**src/hw/scp_map.svh**
```systemverilog
`ifndef SCP_MAP_SVH
`define SCP_MAP_SVH

// ---------------------------------------------------------------------------
// Register offsets (byte addresses on APB)
// ---------------------------------------------------------------------------
`define SCP_OSC_TRIM_OFS 12'h000
`define SCP_CLK_DIV_OFS 12'h004
`define SCP_STATUS_OFS 12'h008

// ---------------------------------------------------------------------------
// Field positions and reset values
// ---------------------------------------------------------------------------
`define SCP_UNLOCK_BIT 7
`define SCP_TRIM_MSB 6
`define SCP_DIVSEL_MSB 3
`define SCP_DIV_RST_PLAIN 4'h0
`define SCP_DIV_RST_BY8 4'h3
`define SCP_DIV_MAX_CODE 4'h8
`define SCP_EXT_CLK_SEL 4'h0

// ---------------------------------------------------------------------------
// Timing
// ---------------------------------------------------------------------------
`define SCP_UNLOCK_CYCLES 3'h4
`define SCP_WAKE_CK 3'h6
`define SCP_CLK_MHZ 50
`define SCP_DLY_SHORT_US 4100
`define SCP_DLY_LONG_US 65000
`define SCP_DLY_SHORT_CYC (`SCP_DLY_SHORT_US * `SCP_CLK_MHZ)
`define SCP_DLY_LONG_CYC (`SCP_DLY_LONG_US * `SCP_CLK_MHZ)

`endif

```
**src/hw/scp_pkg.sv**
```systemverilog
package scp_pkg;
    typedef enum logic [1:0] {
        SCP_DLY_NONE = 2'b00,
        SCP_DLY_SHORT = 2'b01,
        SCP_DLY_LONG = 2'b10,
        SCP_DLY_RSVD = 2'b11
    } scp_sut_type;

    typedef enum logic [1:0] {
        SCP_ST_HOLD = 2'b00,
        SCP_ST_WAIT = 2'b01,
        SCP_ST_RUN = 2'b10
    } scp_state_type;
endpackage

```
**src/hw/scp_clock_ctrl.sv**
```systemverilog
// How it works
// - Trim register bit 7 always reads zero.
// - Reset loads the factory calibration byte into the trim value.
// - Trim 0x00 is slowest, rising values faster, 0x7F fastest.
// - Clock source fuse 0000 selects the external clock input.
// - External clock: 6 clocks wake, reset delay none, 4.1 ms or 65 ms.
// - Clock output fuse drives system clock on port B0, even in reset; the code holds the pin low in reset on an internal source.
// - The pin carries the divided clock on an internal source; with source 0000 it carries the raw input pin.
// - Prescaler divides io, core, memory clocks; async timer if sync.
// - Division changes make no glitch nor any shorter period.
// - New rate lands after T1+T2 to T1+2*T2 with two edges between; the code switches at the next falling edge of the divided clock.
// - Unlock write alone, then division value within four cycles.
// - Unlock clears four cycles after set or on division write.
// - Interrupts are blocked while the unlock bit is set.
// - Division resets to 0000, or 0011 with divide-by-eight fuse.
// - Any division value is accepted through the unlock sequence.
// - Division code n divides by two to the n; 1001-1111 reserved; the code divides sys_clk by two to the n+1.
//
// Decided for this implementation: the address map and the APB slave port.
`include "scp_map.svh"
`timescale 1ns/1ps
`default_nettype none

module scp_clock_ctrl
    import scp_pkg::*;
#(
    parameter int unsigned DLY_SHORT_CYC = `SCP_DLY_SHORT_CYC,
    parameter int unsigned DLY_LONG_CYC = `SCP_DLY_LONG_CYC
) (
    // Clock and reset
    input wire logic sys_clk,
    input wire logic sys_rst,
    // APB slave
    input wire logic psel,
    input wire logic penable,
    input wire logic pwrite,
    input wire logic [11:0] paddr,
    input wire logic [31:0] pwdata,
    output logic [31:0] prdata,
    output logic pready,
    output logic pslverr,
    // Fuses and calibration
    input wire logic [3:0] clock_source_select_fuse,
    input wire logic [1:0] startup_time_fuse,
    input wire logic clock_output_fuse,
    input wire logic divide_by_eight_fuse,
    input wire logic [6:0] factory_trim,
    // Clocks in
    input wire logic oscillator_input_pin,
    input wire logic async_timer_sync,
    input wire logic wake_req,
    // Clock enables out and status
    output logic [6:0] trim_value,
    output logic ext_clock_sel,
    output logic core_clock,
    output logic peripheral_io_clock,
    output logic program_memory_clock,
    output logic async_timer_clock,
    output logic irq_block,
    output logic chip_ready,
    output logic wake_done,
    // Port B bit 0
    output logic portb0_out,
    output logic portb0_oe
);

    // -----------------------------------------------------------------------
    // Bus decode
    // -----------------------------------------------------------------------
    function automatic logic hit(input logic [11:0] a, input logic [11:0] o);
        hit = (a == o);
    endfunction

    wire logic wr_en = psel && penable && pwrite;
    // Read data is registered at the setup edge so it stands with pready.
    wire logic rd_en = psel && !penable && !pwrite;
    wire logic sel_trim = hit(paddr, `SCP_OSC_TRIM_OFS);
    wire logic sel_div = hit(paddr, `SCP_CLK_DIV_OFS);
    wire logic sel_stat = hit(paddr, `SCP_STATUS_OFS);
    wire logic bad_addr = !(sel_trim || sel_div || sel_stat);

    // -----------------------------------------------------------------------
    // Registers
    // -----------------------------------------------------------------------
    logic [6:0] trim_r;
    logic [6:0] trim_nxt;
    logic [3:0] divsel_r;
    logic [3:0] divsel_nxt;
    logic unlock_r;
    logic unlock_nxt;
    logic [2:0] unlock_cnt_r;
    logic [2:0] unlock_cnt_nxt;
    logic strap_done_r;
    logic [31:0] prdata_nxt;
    logic [31:0] rd_trim;
    logic [31:0] rd_div;
    logic [31:0] rd_stat;

    // Unlock needs the bit alone in the low byte; writes with any of bits 6:0 also set are ignored.
    wire logic wr_unlock = wr_en && sel_div && pwdata[`SCP_UNLOCK_BIT] &&
        (pwdata[6:0] == 7'h00);
    wire logic wr_divsel = wr_en && sel_div && !pwdata[`SCP_UNLOCK_BIT];
    wire logic div_load = wr_divsel && unlock_r;

    // Trim resets to 0x00; it is strapped from the calibration byte
    // on the first edge after release, since async reset takes no port.
    assign trim_nxt = !strap_done_r ? factory_trim :
        ((wr_en && sel_trim) ? pwdata[`SCP_TRIM_MSB:0] : trim_r);

    wire logic [3:0] div_strap = divide_by_eight_fuse ?
        `SCP_DIV_RST_BY8 : `SCP_DIV_RST_PLAIN;
    assign divsel_nxt = !strap_done_r ? div_strap :
        (div_load ? pwdata[`SCP_DIVSEL_MSB:0] : divsel_r);

    // Clear on expiry or on any division write, whichever comes first.
    assign unlock_nxt = wr_unlock ? 1'b1 :
        ((wr_divsel || unlock_cnt_r == `SCP_UNLOCK_CYCLES - 3'h1) ?
        1'b0 : unlock_r);
    assign unlock_cnt_nxt = wr_unlock ? 3'h0 :
        (unlock_r ? unlock_cnt_r + 3'h1 : 3'h0);

    assign rd_trim = {24'h000000, 1'b0, trim_r};
    assign rd_div = {24'h000000, unlock_r, 3'h0, divsel_r};
    assign rd_stat = {29'h00000000, wake_done, chip_ready, ext_clock_sel};

    // -----------------------------------------------------------------------
    // Read data select
    // -----------------------------------------------------------------------
    always_comb begin
        prdata_nxt = 32'h00000000;
        if (!rd_en) begin
            prdata_nxt = 32'h00000000;
        end else if (sel_trim) begin
            prdata_nxt = rd_trim;
        end else if (sel_div) begin
            prdata_nxt = rd_div;
        end else if (sel_stat) begin
            prdata_nxt = rd_stat;
        end
    end

    // -----------------------------------------------------------------------
    // Register state
    // -----------------------------------------------------------------------
    always_ff @(posedge sys_clk or posedge sys_rst) begin
        if (sys_rst) begin
            strap_done_r <= 1'b0;
        end else begin
            strap_done_r <= 1'b1;
        end
    end

    always_ff @(posedge sys_clk or posedge sys_rst) begin
        if (sys_rst) begin
            trim_r <= 7'h00;
        end else begin
            trim_r <= trim_nxt;
        end
    end

    always_ff @(posedge sys_clk or posedge sys_rst) begin
        if (sys_rst) begin
            divsel_r <= `SCP_DIV_RST_PLAIN;
        end else begin
            divsel_r <= divsel_nxt;
        end
    end

    always_ff @(posedge sys_clk or posedge sys_rst) begin
        if (sys_rst) begin
            unlock_r <= 1'b0;
        end else begin
            unlock_r <= unlock_nxt;
        end
    end

    always_ff @(posedge sys_clk or posedge sys_rst) begin
        if (sys_rst) begin
            unlock_cnt_r <= 3'h0;
        end else begin
            unlock_cnt_r <= unlock_cnt_nxt;
        end
    end

    // Zero-wait APB: answer registered at the setup edge, ready in the access cycle.
    always_ff @(posedge sys_clk or posedge sys_rst) begin
        if (sys_rst) begin
            prdata <= 32'h00000000;
        end else begin
            prdata <= prdata_nxt;
        end
    end

    always_ff @(posedge sys_clk or posedge sys_rst) begin
        if (sys_rst) begin
            pready <= 1'b0;
        end else begin
            pready <= psel && !penable;
        end
    end

    always_ff @(posedge sys_clk or posedge sys_rst) begin
        if (sys_rst) begin
            pslverr <= 1'b0;
        end else begin
            pslverr <= psel && !penable && bad_addr;
        end
    end

    // -----------------------------------------------------------------------
    // Reset delay and wake counts
    // -----------------------------------------------------------------------
    scp_state_type state_r;
    scp_state_type state_nxt;
    logic [31:0] dly_cnt_r;
    logic [2:0] wake_cnt_r;
    wire scp_sut_type sut = scp_sut_type'(startup_time_fuse);
    wire logic ext_sel = (clock_source_select_fuse == `SCP_EXT_CLK_SEL);
    wire logic [31:0] dly_target = (sut == SCP_DLY_SHORT) ? DLY_SHORT_CYC :
        (sut == SCP_DLY_LONG) ? DLY_LONG_CYC : 32'h00000000;
    wire logic dly_over = (dly_cnt_r >= dly_target);

    always_comb begin
        state_nxt = state_r;
        case (state_r)
            SCP_ST_HOLD: begin
                // Reserved delay setting keeps the chip held.
                if (sut != SCP_DLY_RSVD) begin
                    state_nxt = SCP_ST_WAIT;
                end
            end
            SCP_ST_WAIT: begin
                if (dly_over) begin
                    state_nxt = SCP_ST_RUN;
                end
            end
            default: begin
                state_nxt = SCP_ST_RUN;
            end
        endcase
    end

    always_ff @(posedge sys_clk or posedge sys_rst) begin
        if (sys_rst) begin
            state_r <= SCP_ST_HOLD;
            dly_cnt_r <= 32'h00000000;
            wake_cnt_r <= 3'h0;
        end else begin
            state_r <= state_nxt;
            dly_cnt_r <= (state_r == SCP_ST_WAIT && !dly_over) ?
                dly_cnt_r + 32'h00000001 : dly_cnt_r;
            // Six clocks from a wake request.
            wake_cnt_r <= wake_req ? 3'h0 :
                ((wake_cnt_r != `SCP_WAKE_CK) ? wake_cnt_r + 3'h1 :
                wake_cnt_r);
        end
    end

    // -----------------------------------------------------------------------
    // Glitch-free prescaler
    // -----------------------------------------------------------------------
    // Division is latched only at a falling edge of the divided clock, so a
    // change lands at a period boundary and no short pulse is produced.
    logic [3:0] div_act_r;
    logic [7:0] presc_cnt_r;
    logic clk_div_r;
    wire logic [3:0] div_safe = (divsel_r > `SCP_DIV_MAX_CODE) ?
        `SCP_DIV_MAX_CODE : divsel_r;
    // Each half period lasts two to the power of the code in sys_clk cycles.
    wire logic [7:0] half_mask = (div_act_r == 4'h0) ? 8'h00 :
        8'((9'h001 << div_act_r) - 9'h001);
    wire logic presc_wrap = ((presc_cnt_r & half_mask) == half_mask);
    wire logic bypass = (div_act_r == 4'h0);
    wire logic clk_div_nxt = bypass ? ~clk_div_r :
        (presc_wrap ? ~clk_div_r : clk_div_r);
    wire logic fall = clk_div_r && (bypass || presc_wrap);

    always_ff @(posedge sys_clk or posedge sys_rst) begin
        if (sys_rst) begin
            div_act_r <= `SCP_DIV_RST_PLAIN;
            presc_cnt_r <= 8'h00;
            clk_div_r <= 1'b0;
        end else begin
            clk_div_r <= clk_div_nxt;
            presc_cnt_r <= fall ? 8'h00 : presc_cnt_r + 8'h01;
            if (fall) begin
                div_act_r <= div_safe;
            end
        end
    end

    // -----------------------------------------------------------------------
    // Outputs
    // -----------------------------------------------------------------------
    wire logic src_clk = ext_sel ? oscillator_input_pin : clk_div_r;
    always_ff @(posedge sys_clk or posedge sys_rst) begin
        if (sys_rst) begin
            trim_value <= 7'h00;
            ext_clock_sel <= 1'b0;
        end else begin
            trim_value <= trim_nxt;
            ext_clock_sel <= ext_sel;
        end
    end

    // The three synchronous clocks share one divider so they never skew.
    always_ff @(posedge sys_clk or posedge sys_rst) begin
        if (sys_rst) begin
            core_clock <= 1'b0;
            peripheral_io_clock <= 1'b0;
            program_memory_clock <= 1'b0;
            async_timer_clock <= 1'b0;
        end else begin
            core_clock <= clk_div_nxt;
            peripheral_io_clock <= clk_div_nxt;
            program_memory_clock <= clk_div_nxt;
            async_timer_clock <= async_timer_sync && clk_div_nxt;
        end
    end

    always_ff @(posedge sys_clk or posedge sys_rst) begin
        if (sys_rst) begin
            irq_block <= 1'b0;
            chip_ready <= 1'b0;
            wake_done <= 1'b0;
        end else begin
            irq_block <= unlock_nxt;
            chip_ready <= (state_nxt == SCP_ST_RUN);
            wake_done <= (wake_cnt_r == `SCP_WAKE_CK);
        end
    end

    // The pin keeps its drive through reset, so these flops have no reset.
    always_ff @(posedge sys_clk) begin
        portb0_out <= clock_output_fuse && src_clk;
        portb0_oe <= clock_output_fuse;
    end

endmodule

`default_nettype wire

```
**config.mk**
```make
export PLATFORM = sky130hd
export DESIGN_NAME = scp_clock_ctrl
export DESIGN_NICKNAME = d
export VERILOG_FILES = /design/src/hw/scp_pkg.sv /design/src/hw/scp_clock_ctrl.sv
export VERILOG_INCLUDE_DIRS = /design/src /design/src/hw
export SDC_FILE = /design/constraint.sdc
export NUM_CORES = 1
export LEC_CHECK = 0
export BUFFER_PORTS_ARGS = -buffer_cell sky130_fd_sc_hd__buf_2
export CORE_ASPECT_RATIO = 0.7
export CORE_UTILIZATION = 50
export DETAILED_ROUTE_END_ITERATION = 8
export GPL_TIMING_DRIVEN = 0
export PLACE_DENSITY_LB_ADDON = 0.25
export SLEW_MARGIN = 40
export SYNTH_ARGS = -nofsm -noshare
export SYNTH_HDL_FRONTEND = slang
export SYNTH_SLANG_ARGS = --single-unit
```
**constraint.sdc**
```tcl
create_clock -name sys_clk -period 6.4 [get_ports sys_clk]
set_clock_uncertainty 0.1 [all_clocks]
set_input_delay 1.28 -clock sys_clk [delete_from_list [all_inputs] [get_ports sys_clk]]
set_output_delay 1.28 -clock sys_clk [all_outputs]
set_load 0.01 [all_outputs]
```
==> results of run 1 <==
-- power groups by stage --
stage	clock (uW)	combinational [uW]	sequential, uW
after global placement	0	432	662
after CTS	560	459	657
final	550	458	658
after detailed placement	0	451	666
after global routing	581	508	667
after floorplan	0	337	656
-- cells in the mapped netlist, types with 3 or more instances --
master     n  area, um^2
a21o_1     3        22.5
a21oi_1   20         100
and2_1     5        31.3
and3_1     7        43.8
buf_4     26         195
clkbuf_1  16        60.1
dfrtp_1   80        2000
ha_1      25         313
inv_1     15        56.3
mux2i_1   16         160
nand2_1   15        56.3
nand2_2    6        37.5
nand2b_1   4        25.0
nand3_1   14        70.1
nand3b_1   3        22.5
nand4_1   11        68.8
nand4b_1   4        35.0
nor2_1    50         188
nor2b_1   10        62.6
nor3_1    12        60.1
nor3b_1    3        22.5
nor4_1     6        37.5
o21ai_0    5        25.0
xnor2_1   17         149
xnor2_2    7         114
xor2_1     6        52.6
-- registers in the layout (all words and copies together) (netlist names) --
| signal | flops |
|---|---|
| portb0_out | 1 |
| portb0_oe | 1 |
| ext_clock_sel | 1 |
| divsel_r | 4 |
| async_timer_clock | 1 |
| pready | 1 |
| trim_value | 7 |
| wake_cnt_r | 3 |
| pslverr | 1 |
| irq_block | 1 |
| dly_cnt_r | 32 |
| state_r | 2 |
| strap_done_r | 1 |
| div_act_r | 4 |
| chip_ready | 1 |
| presc_cnt_r | 8 |
| prdata | 8 |
| unlock_cnt_r | 3 |
| program_memory_clock | 1 |
| wake_done | 1 |
-- metal layers --
metal / vias to the layer above / global-route usage [%]
li1: 1603 / -
met3: 11 / 4.71
met4: 0 / 5.66
met5: - / 0
met1: 1535 / 28.6
met2: 96 / 32.1
-- final cells by class --
type / instances / area share [%]
Clock buffer: 10 / 4.36
Multi-Input combinational cell: 301 / 38.9
Timing Repair Buffer: 68 / 6.90
Buffer: 45 / 5.31
Sequential cell: 82 / 38.8
Tap cell: 120 / 2.86
Clock inverter: 6 / 1.71
Inverter: 15 / 1.17
-- cells by family after synthesis --
kind of cell,after synthesis,share of synthesized area [%]
AOI/OAI and AO/OA,42,6.29
xor gates and xnor gates,30,7.27
adders and majority gates,25,7.22
buffers and inverters,60,7.74
DFF,82,47.1
muxes,16,3.70
other,2,0.173
and+or+nand+nor,163,20.5
-- how the worst max path moves through the flow --
stage,slack [ps],to,cells past startpoint,startpoint
floorplan,2830,dly_cnt_r[14],10,startup_time_fuse[0]
global placement,2030,wake_cnt_r[0],2,sys_rst
detailed placement,2380,dly_cnt_r[14],12,startup_time_fuse[0]
CTS,2740,dly_cnt_r[14],12,startup_time_fuse[0]
global route,2590,dly_cnt_r[11],12,startup_time_fuse[0]
finish,2730,dly_cnt_r[11],12,startup_time_fuse[0]
-- metrics by stage --
step	worst slack (ps)	utilization [%]
global route	2590	62.3
finish	2730	62.3
detailed placement	2380	58.5
CTS	2740	62.3
global placement	2030	58.1
floorplan	2830	-
==> reports/summary.txt, run 1 <==
largest net degree at the start of global routing: 56
RSZ-0062 raised after global routing: false
Nets: 614
#FFs+latches synth: 82
CP top delay family: simple AND/OR/NAND/NOR gates
Finished Layout Cells: 647
Crit. End Element: flip-flop
Synth warnings: 0
Min Hold Slack: 331 ps
Setup Fix Bufs, Post-CTS: 0
CTS root buf: clkbuf_16
CP required: 6520 ps
Max Slew Vio Count: 0
Synth Flop Type: dfrtp_1
row count: 28
PD cells: 317 mW/mm^2
switch share: 31.5%
HP Start: unlock_cnt_r[0]
Max-Cap Viols: 0
vias in the first global route: 3,058
Tmin final: 3670 ps
period utilisation layout: 57.3%
die height: 79.9 um
Syn Std Cell Area: 0.00433 mm^2
ANT nets after route: 0
WHS Path Cells: 1
gr usage total: 20.5%
Slew @ Worst Pin: 621 ps
slew margin rel.: 58.5%
TritonCTS Buffers: 9
final WL: 8680 um
CTS tree: built
hpwl dp: 6360 um
post_cts resized: 0
Logic pwr share: 27.5%
post-route cell area: 0.00526 mm^2
R2R Path End: div_act_r[1]
setup violators final: 0
Flop pwr share: 39.5%
Initial DRC Count: 151
reg-to-reg startpoint: div_act_r[1]
CP max stage cell: nor3b_4
FFs w/ async S/R, synth: 97.6%
port buffer count: 67
register area: 0.00204 mm^2
post-synth cell types: 54
WS Path Type: input port to flip-flop
initial antenna violation count: 0
Post-CTS Hold Fix Bufs: 0
Syn Inst Count: 420
Clock Latency Late Sink: 340 ps
met3 routed WL: 443 um
met1 WL: 4310 um
crit path cell chain: buf_2, inv_1, ha_1, inv_1, ha_1, nor4bb_1, nor2b_1, or3_4, nor3b_4, buf_8, nand2_2, xnor2_2
H-Tree Depth: 3
final-report hold violation count: 0
number of fill cells: 698
Starting Density: 51.3%
commonest non-fill, non-tap cell in the layout: dfrtp_1
Wirelength per Cell: 13.4 um
Core Area: 0.00844 mm^2
Pint: 1140 uW
multi-input combinational cell area: 0.00204 mm^2
max layer used: met4
DRC viols: 0
vias after detailed routing: 3,245
commonest cells after routing, fill and taps aside: 80 x dfrtp_1, 68 x buf_2, 50 x nor2_1, 26 x buf_4
CP Data Arrival Time: 3780 ps
total power: 1670 uW
met2 WL: 3850 um
R2R cell count: 10
grt ovf: 0
Layout area overhead: 21.3%
io pins: 118
Post-synth EDFFs: 0
clk buf depth: 2
first-pass detailed-route iteration total: 4
VDD IR max: 0.000202 V
Die ar.: 0.00905 mm^2
Critical Path Fanout Max: 10
reg2reg setup slack: 3310 ps
critical path's largest stage delay: 450 ps
Min-Delay Endpoint: unlock_cnt_r[0]
layout cells sized above 1: 25.0%
global-route wire length before repair: 14,500 um
sw power: 525 uW
Worst-path clk slew: 60 ps
width of the chip: 113 um
Syn Area/Cell: 10.3 um^2
final setup TNS: 0 ps
ant diodes: 0
CP Launch Type: input port
worst path bufs/invs: 4
sequential share of the synthesized area: 47.1%
gp weighted congestion: 0.788
fmax: 0.273 GHz
Vias/cell: 5.02
Clock Power Share: 33.0%
status: complete, no violations
clock sinks: 82
Leakage: 0.00269 uW
Post-Place Cells: 631
Post-DP Area: 0.00494 mm^2
HP Class: flip-flop to flip-flop
No activity file was read; power rests on OpenSTA's default activity.
==> run 2, diff against run 1 <==
--- a/config.mk
+++ b/config.mk
@@ -8,7 +8,7 @@
 export LEC_CHECK = 0
 export BUFFER_PORTS_ARGS = -buffer_cell sky130_fd_sc_hd__buf_2
 export CORE_ASPECT_RATIO = 0.7
-export CORE_UTILIZATION = 50
+export CORE_UTILIZATION = 48
 export DETAILED_ROUTE_END_ITERATION = 8
 export GPL_TIMING_DRIVEN = 0
 export PLACE_DENSITY_LB_ADDON = 0.25
==> constraint.sdc (replaced) <==
create_clock -name sys_clk -period 3.1 [get_ports sys_clk]
set_clock_uncertainty 0.1 [all_clocks]
set_input_delay 0.62 -clock sys_clk [delete_from_list [all_inputs] [get_ports sys_clk]]
set_output_delay 0.62 -clock sys_clk [all_outputs]
set_load 0.01 [all_outputs]
==> run 2 against run 1 <==
- total power is 100% higher
- worst hold slack worse by 170 ps
- global-route usage is 1.1 points lower
- sequential share of layout area is 0.065 points lower
- clock power is 91% higher
- die area is 4.1% higher
- critical endpoint is now div_act_r[0]
- largest cell class unchanged
==> reports/summary.txt, run 2 (synthesized netlist as in run 1, its figures left out) <==
status: complete, no violations
period utilisation layout: 94.7%
Nets: 615 (+0.16%)
die height: 81.5 um (+2.0%)
vias after detailed routing: 3,220 (-0.77%)
Min Hold Slack: 162 ps (-169 ps)
WS Path Type: flip-flop to flip-flop
hpwl dp: 6340 um (-0.26%)
Top Registers: dly_cnt_r x32, prdata x8, presc_cnt_r x8
Core Area: 0.00862 mm^2 (+2.1%)
Max-Cap Viols: 0 (unchanged)
port buffer count: 67 (unchanged)
Worst-path clk slew: 60 ps (about the same)
Layout area overhead: 21.5%
Critical Path Fanout Max: 10 (unchanged)
Vias/cell: 4.97 (-0.92%)
Clock Latency Late Sink: 340 ps (about the same)
CTS root buf: clkbuf_16
sw power: 1060 uW (+100%)
Die ar.: 0.00942 mm^2 (+4.1%)
layout cells sized above 1: 25.8% (+0.71 points)
io pins: 118 (unchanged)
switch share: 31.3% (-0.26 points)
Wirelength per Cell: 13.2 um (-1.9%)
Max Slew Vio Count: 0 (unchanged)
global-route wire length before repair: 13,900 um (-4.0%)
clock sinks: 82 (unchanged)
setup violators final: 0 (unchanged)
largest net degree at the start of global routing: 48 (-14%)
Leakage: 0.00270 uW (+0.39%)
CTS tree: built
RSZ-0062 raised after global routing: false
Post-Place Cells: 631 (unchanged)
Biggest register: dly_cnt_r
slew margin rel.: 58.3% (-0.18 points)
CP Data Arrival Time: 3060 ps (-720 ps)
max reg flops: 32 (unchanged)
Starting Density: 50.3% (-1.0 points)
worst setup margin: 164 ps (-2570 ps)
Pint: 2340 uW (+100%)
Clock Power Share: 31.0% (-2.0 points)
clk buf depth: 2 (unchanged)
PD cells: 645 mW/mm^2 (+100%)
commonest non-fill, non-tap cell in the layout: dfrtp_1
CP required: 3220 ps (-3300 ps)
fmax: 0.341 GHz
Finished Layout Cells: 648 (+0.15%)
gp weighted congestion: 0.803 (+2.0%)
DRC viols: 0 (unchanged)
gr usage total: 19.4% (-1.1 points)
HP Class: input port to async pin
post-place setup slack: -271 ps (-2650 ps)
H-Tree Depth: 3 (unchanged)
final-report hold violation count: 0 (unchanged)
ant diodes: 0 (unchanged)
Logic pwr share: 29.1% (+1.6 points)
Tmin final: 2940 ps
CP Launch Type: flip-flop
width of the chip: 116 um (+2.0%)
initial antenna violation count: 0 (unchanged)
grt ovf: 0 (unchanged)
Post-CTS Hold Fix Bufs: 0 (unchanged)
final WL: 8540 um (-1.7%)
TritonCTS Buffers: 9 (unchanged)
vias in the first global route: 2,962 (-3.1%)
ANT nets after route: 0 (unchanged)
Crit. End Element: flip-flop
Slew @ Worst Pin: 623 ps (+2.69 ps)
VDD IR max: 0.000419 V (+110%)
Flop pwr share: 39.9% (+0.4 points)
final setup TNS: 0 ps (unchanged)
commonest cells after routing, fill and taps aside: 80 x dfrtp_1, 68 x buf_2, 50 x nor2_1, 26 x buf_4
row count: 28 (unchanged)
Initial DRC Count: 126 (-17%)
first-pass detailed-route iteration total: 4 (unchanged)
## run 2: area by class of cell
cell class | count | area (um^2)
Fill cell | 722 | 3350
Multi-Input combinational cell | 301 | 2050
Sequential cell | 82 | 2040
Timing Repair Buffer | 69 | 383
Buffer | 45 | 280
Clock buffer | 11 | 243
Tap cell | 120 | 150
Inverter | 15 | 61.3
Clock inverter | 5 | 53.8
## run 2: critical path, cell delays in order, from the launching register on
cell and delay, ps:
dfrtp_1 350, clkbuf_1 190, or4_4 570, ha_1 260
nor3b_1 150, or4_1 490, o211ai_1 180, a221oi_2 160
buf_2 220, nor2_1 100, nor2_1 50
## run 2: routing by layer
metal	track usage [%]	vias up	wire (um)
met3	5.24	10	499
met1	25.8	1519	4110
met2	31.0	96	3840
li1	-	1595	-
met4	5.97	0	87
met5	0	-	0
## run 2: power groups by stage
stage / Clock, uW / Sequential [uW] / Combinational [uW]
floorplan: 0 / 1350 / 697
global placement: 0 / 1370 / 894
detailed placement: 0 / 1370 / 924
CTS: 1080 / 1350 / 938
global route: 1130 / 1370 / 1110
finish: 1050 / 1360 / 990
## run 2: worst paths after layout
kind | startpoint | slack, ps | endpoint | cells past startpoint
worst max-delay path | div_act_r[0] | 160 | div_act_r[0] | 10
worst min-delay path | sys_rst | 160 | dly_cnt_r[8] | 2
worst max register to register | div_act_r[0] | 160 | div_act_r[0] | 10
worst min register to register | unlock_cnt_r[0] | 330 | unlock_cnt_r[0] | 1
max in group asynchronous | sys_rst | 2210 | dly_cnt_r[22] | 3
min in group sys_clk | clock_output_fuse | 300 | portb0_oe | 1
## run 2: through the flow
stage	instance area [um^2]	utilization (%)	total power, uW
floorplan	4420	-	2050
global placement	4910	56.9	2260
detailed placement	4940	57.3	2290
CTS	5240	60.7	3370
global route	5270	61.1	3610
finish	5270	61.1	3400
## run 2: repair_timing
action,in CTS,in global routing
setup endpoints to repair,0,15
gates resized for setup,0,4
setup buffers,0,1
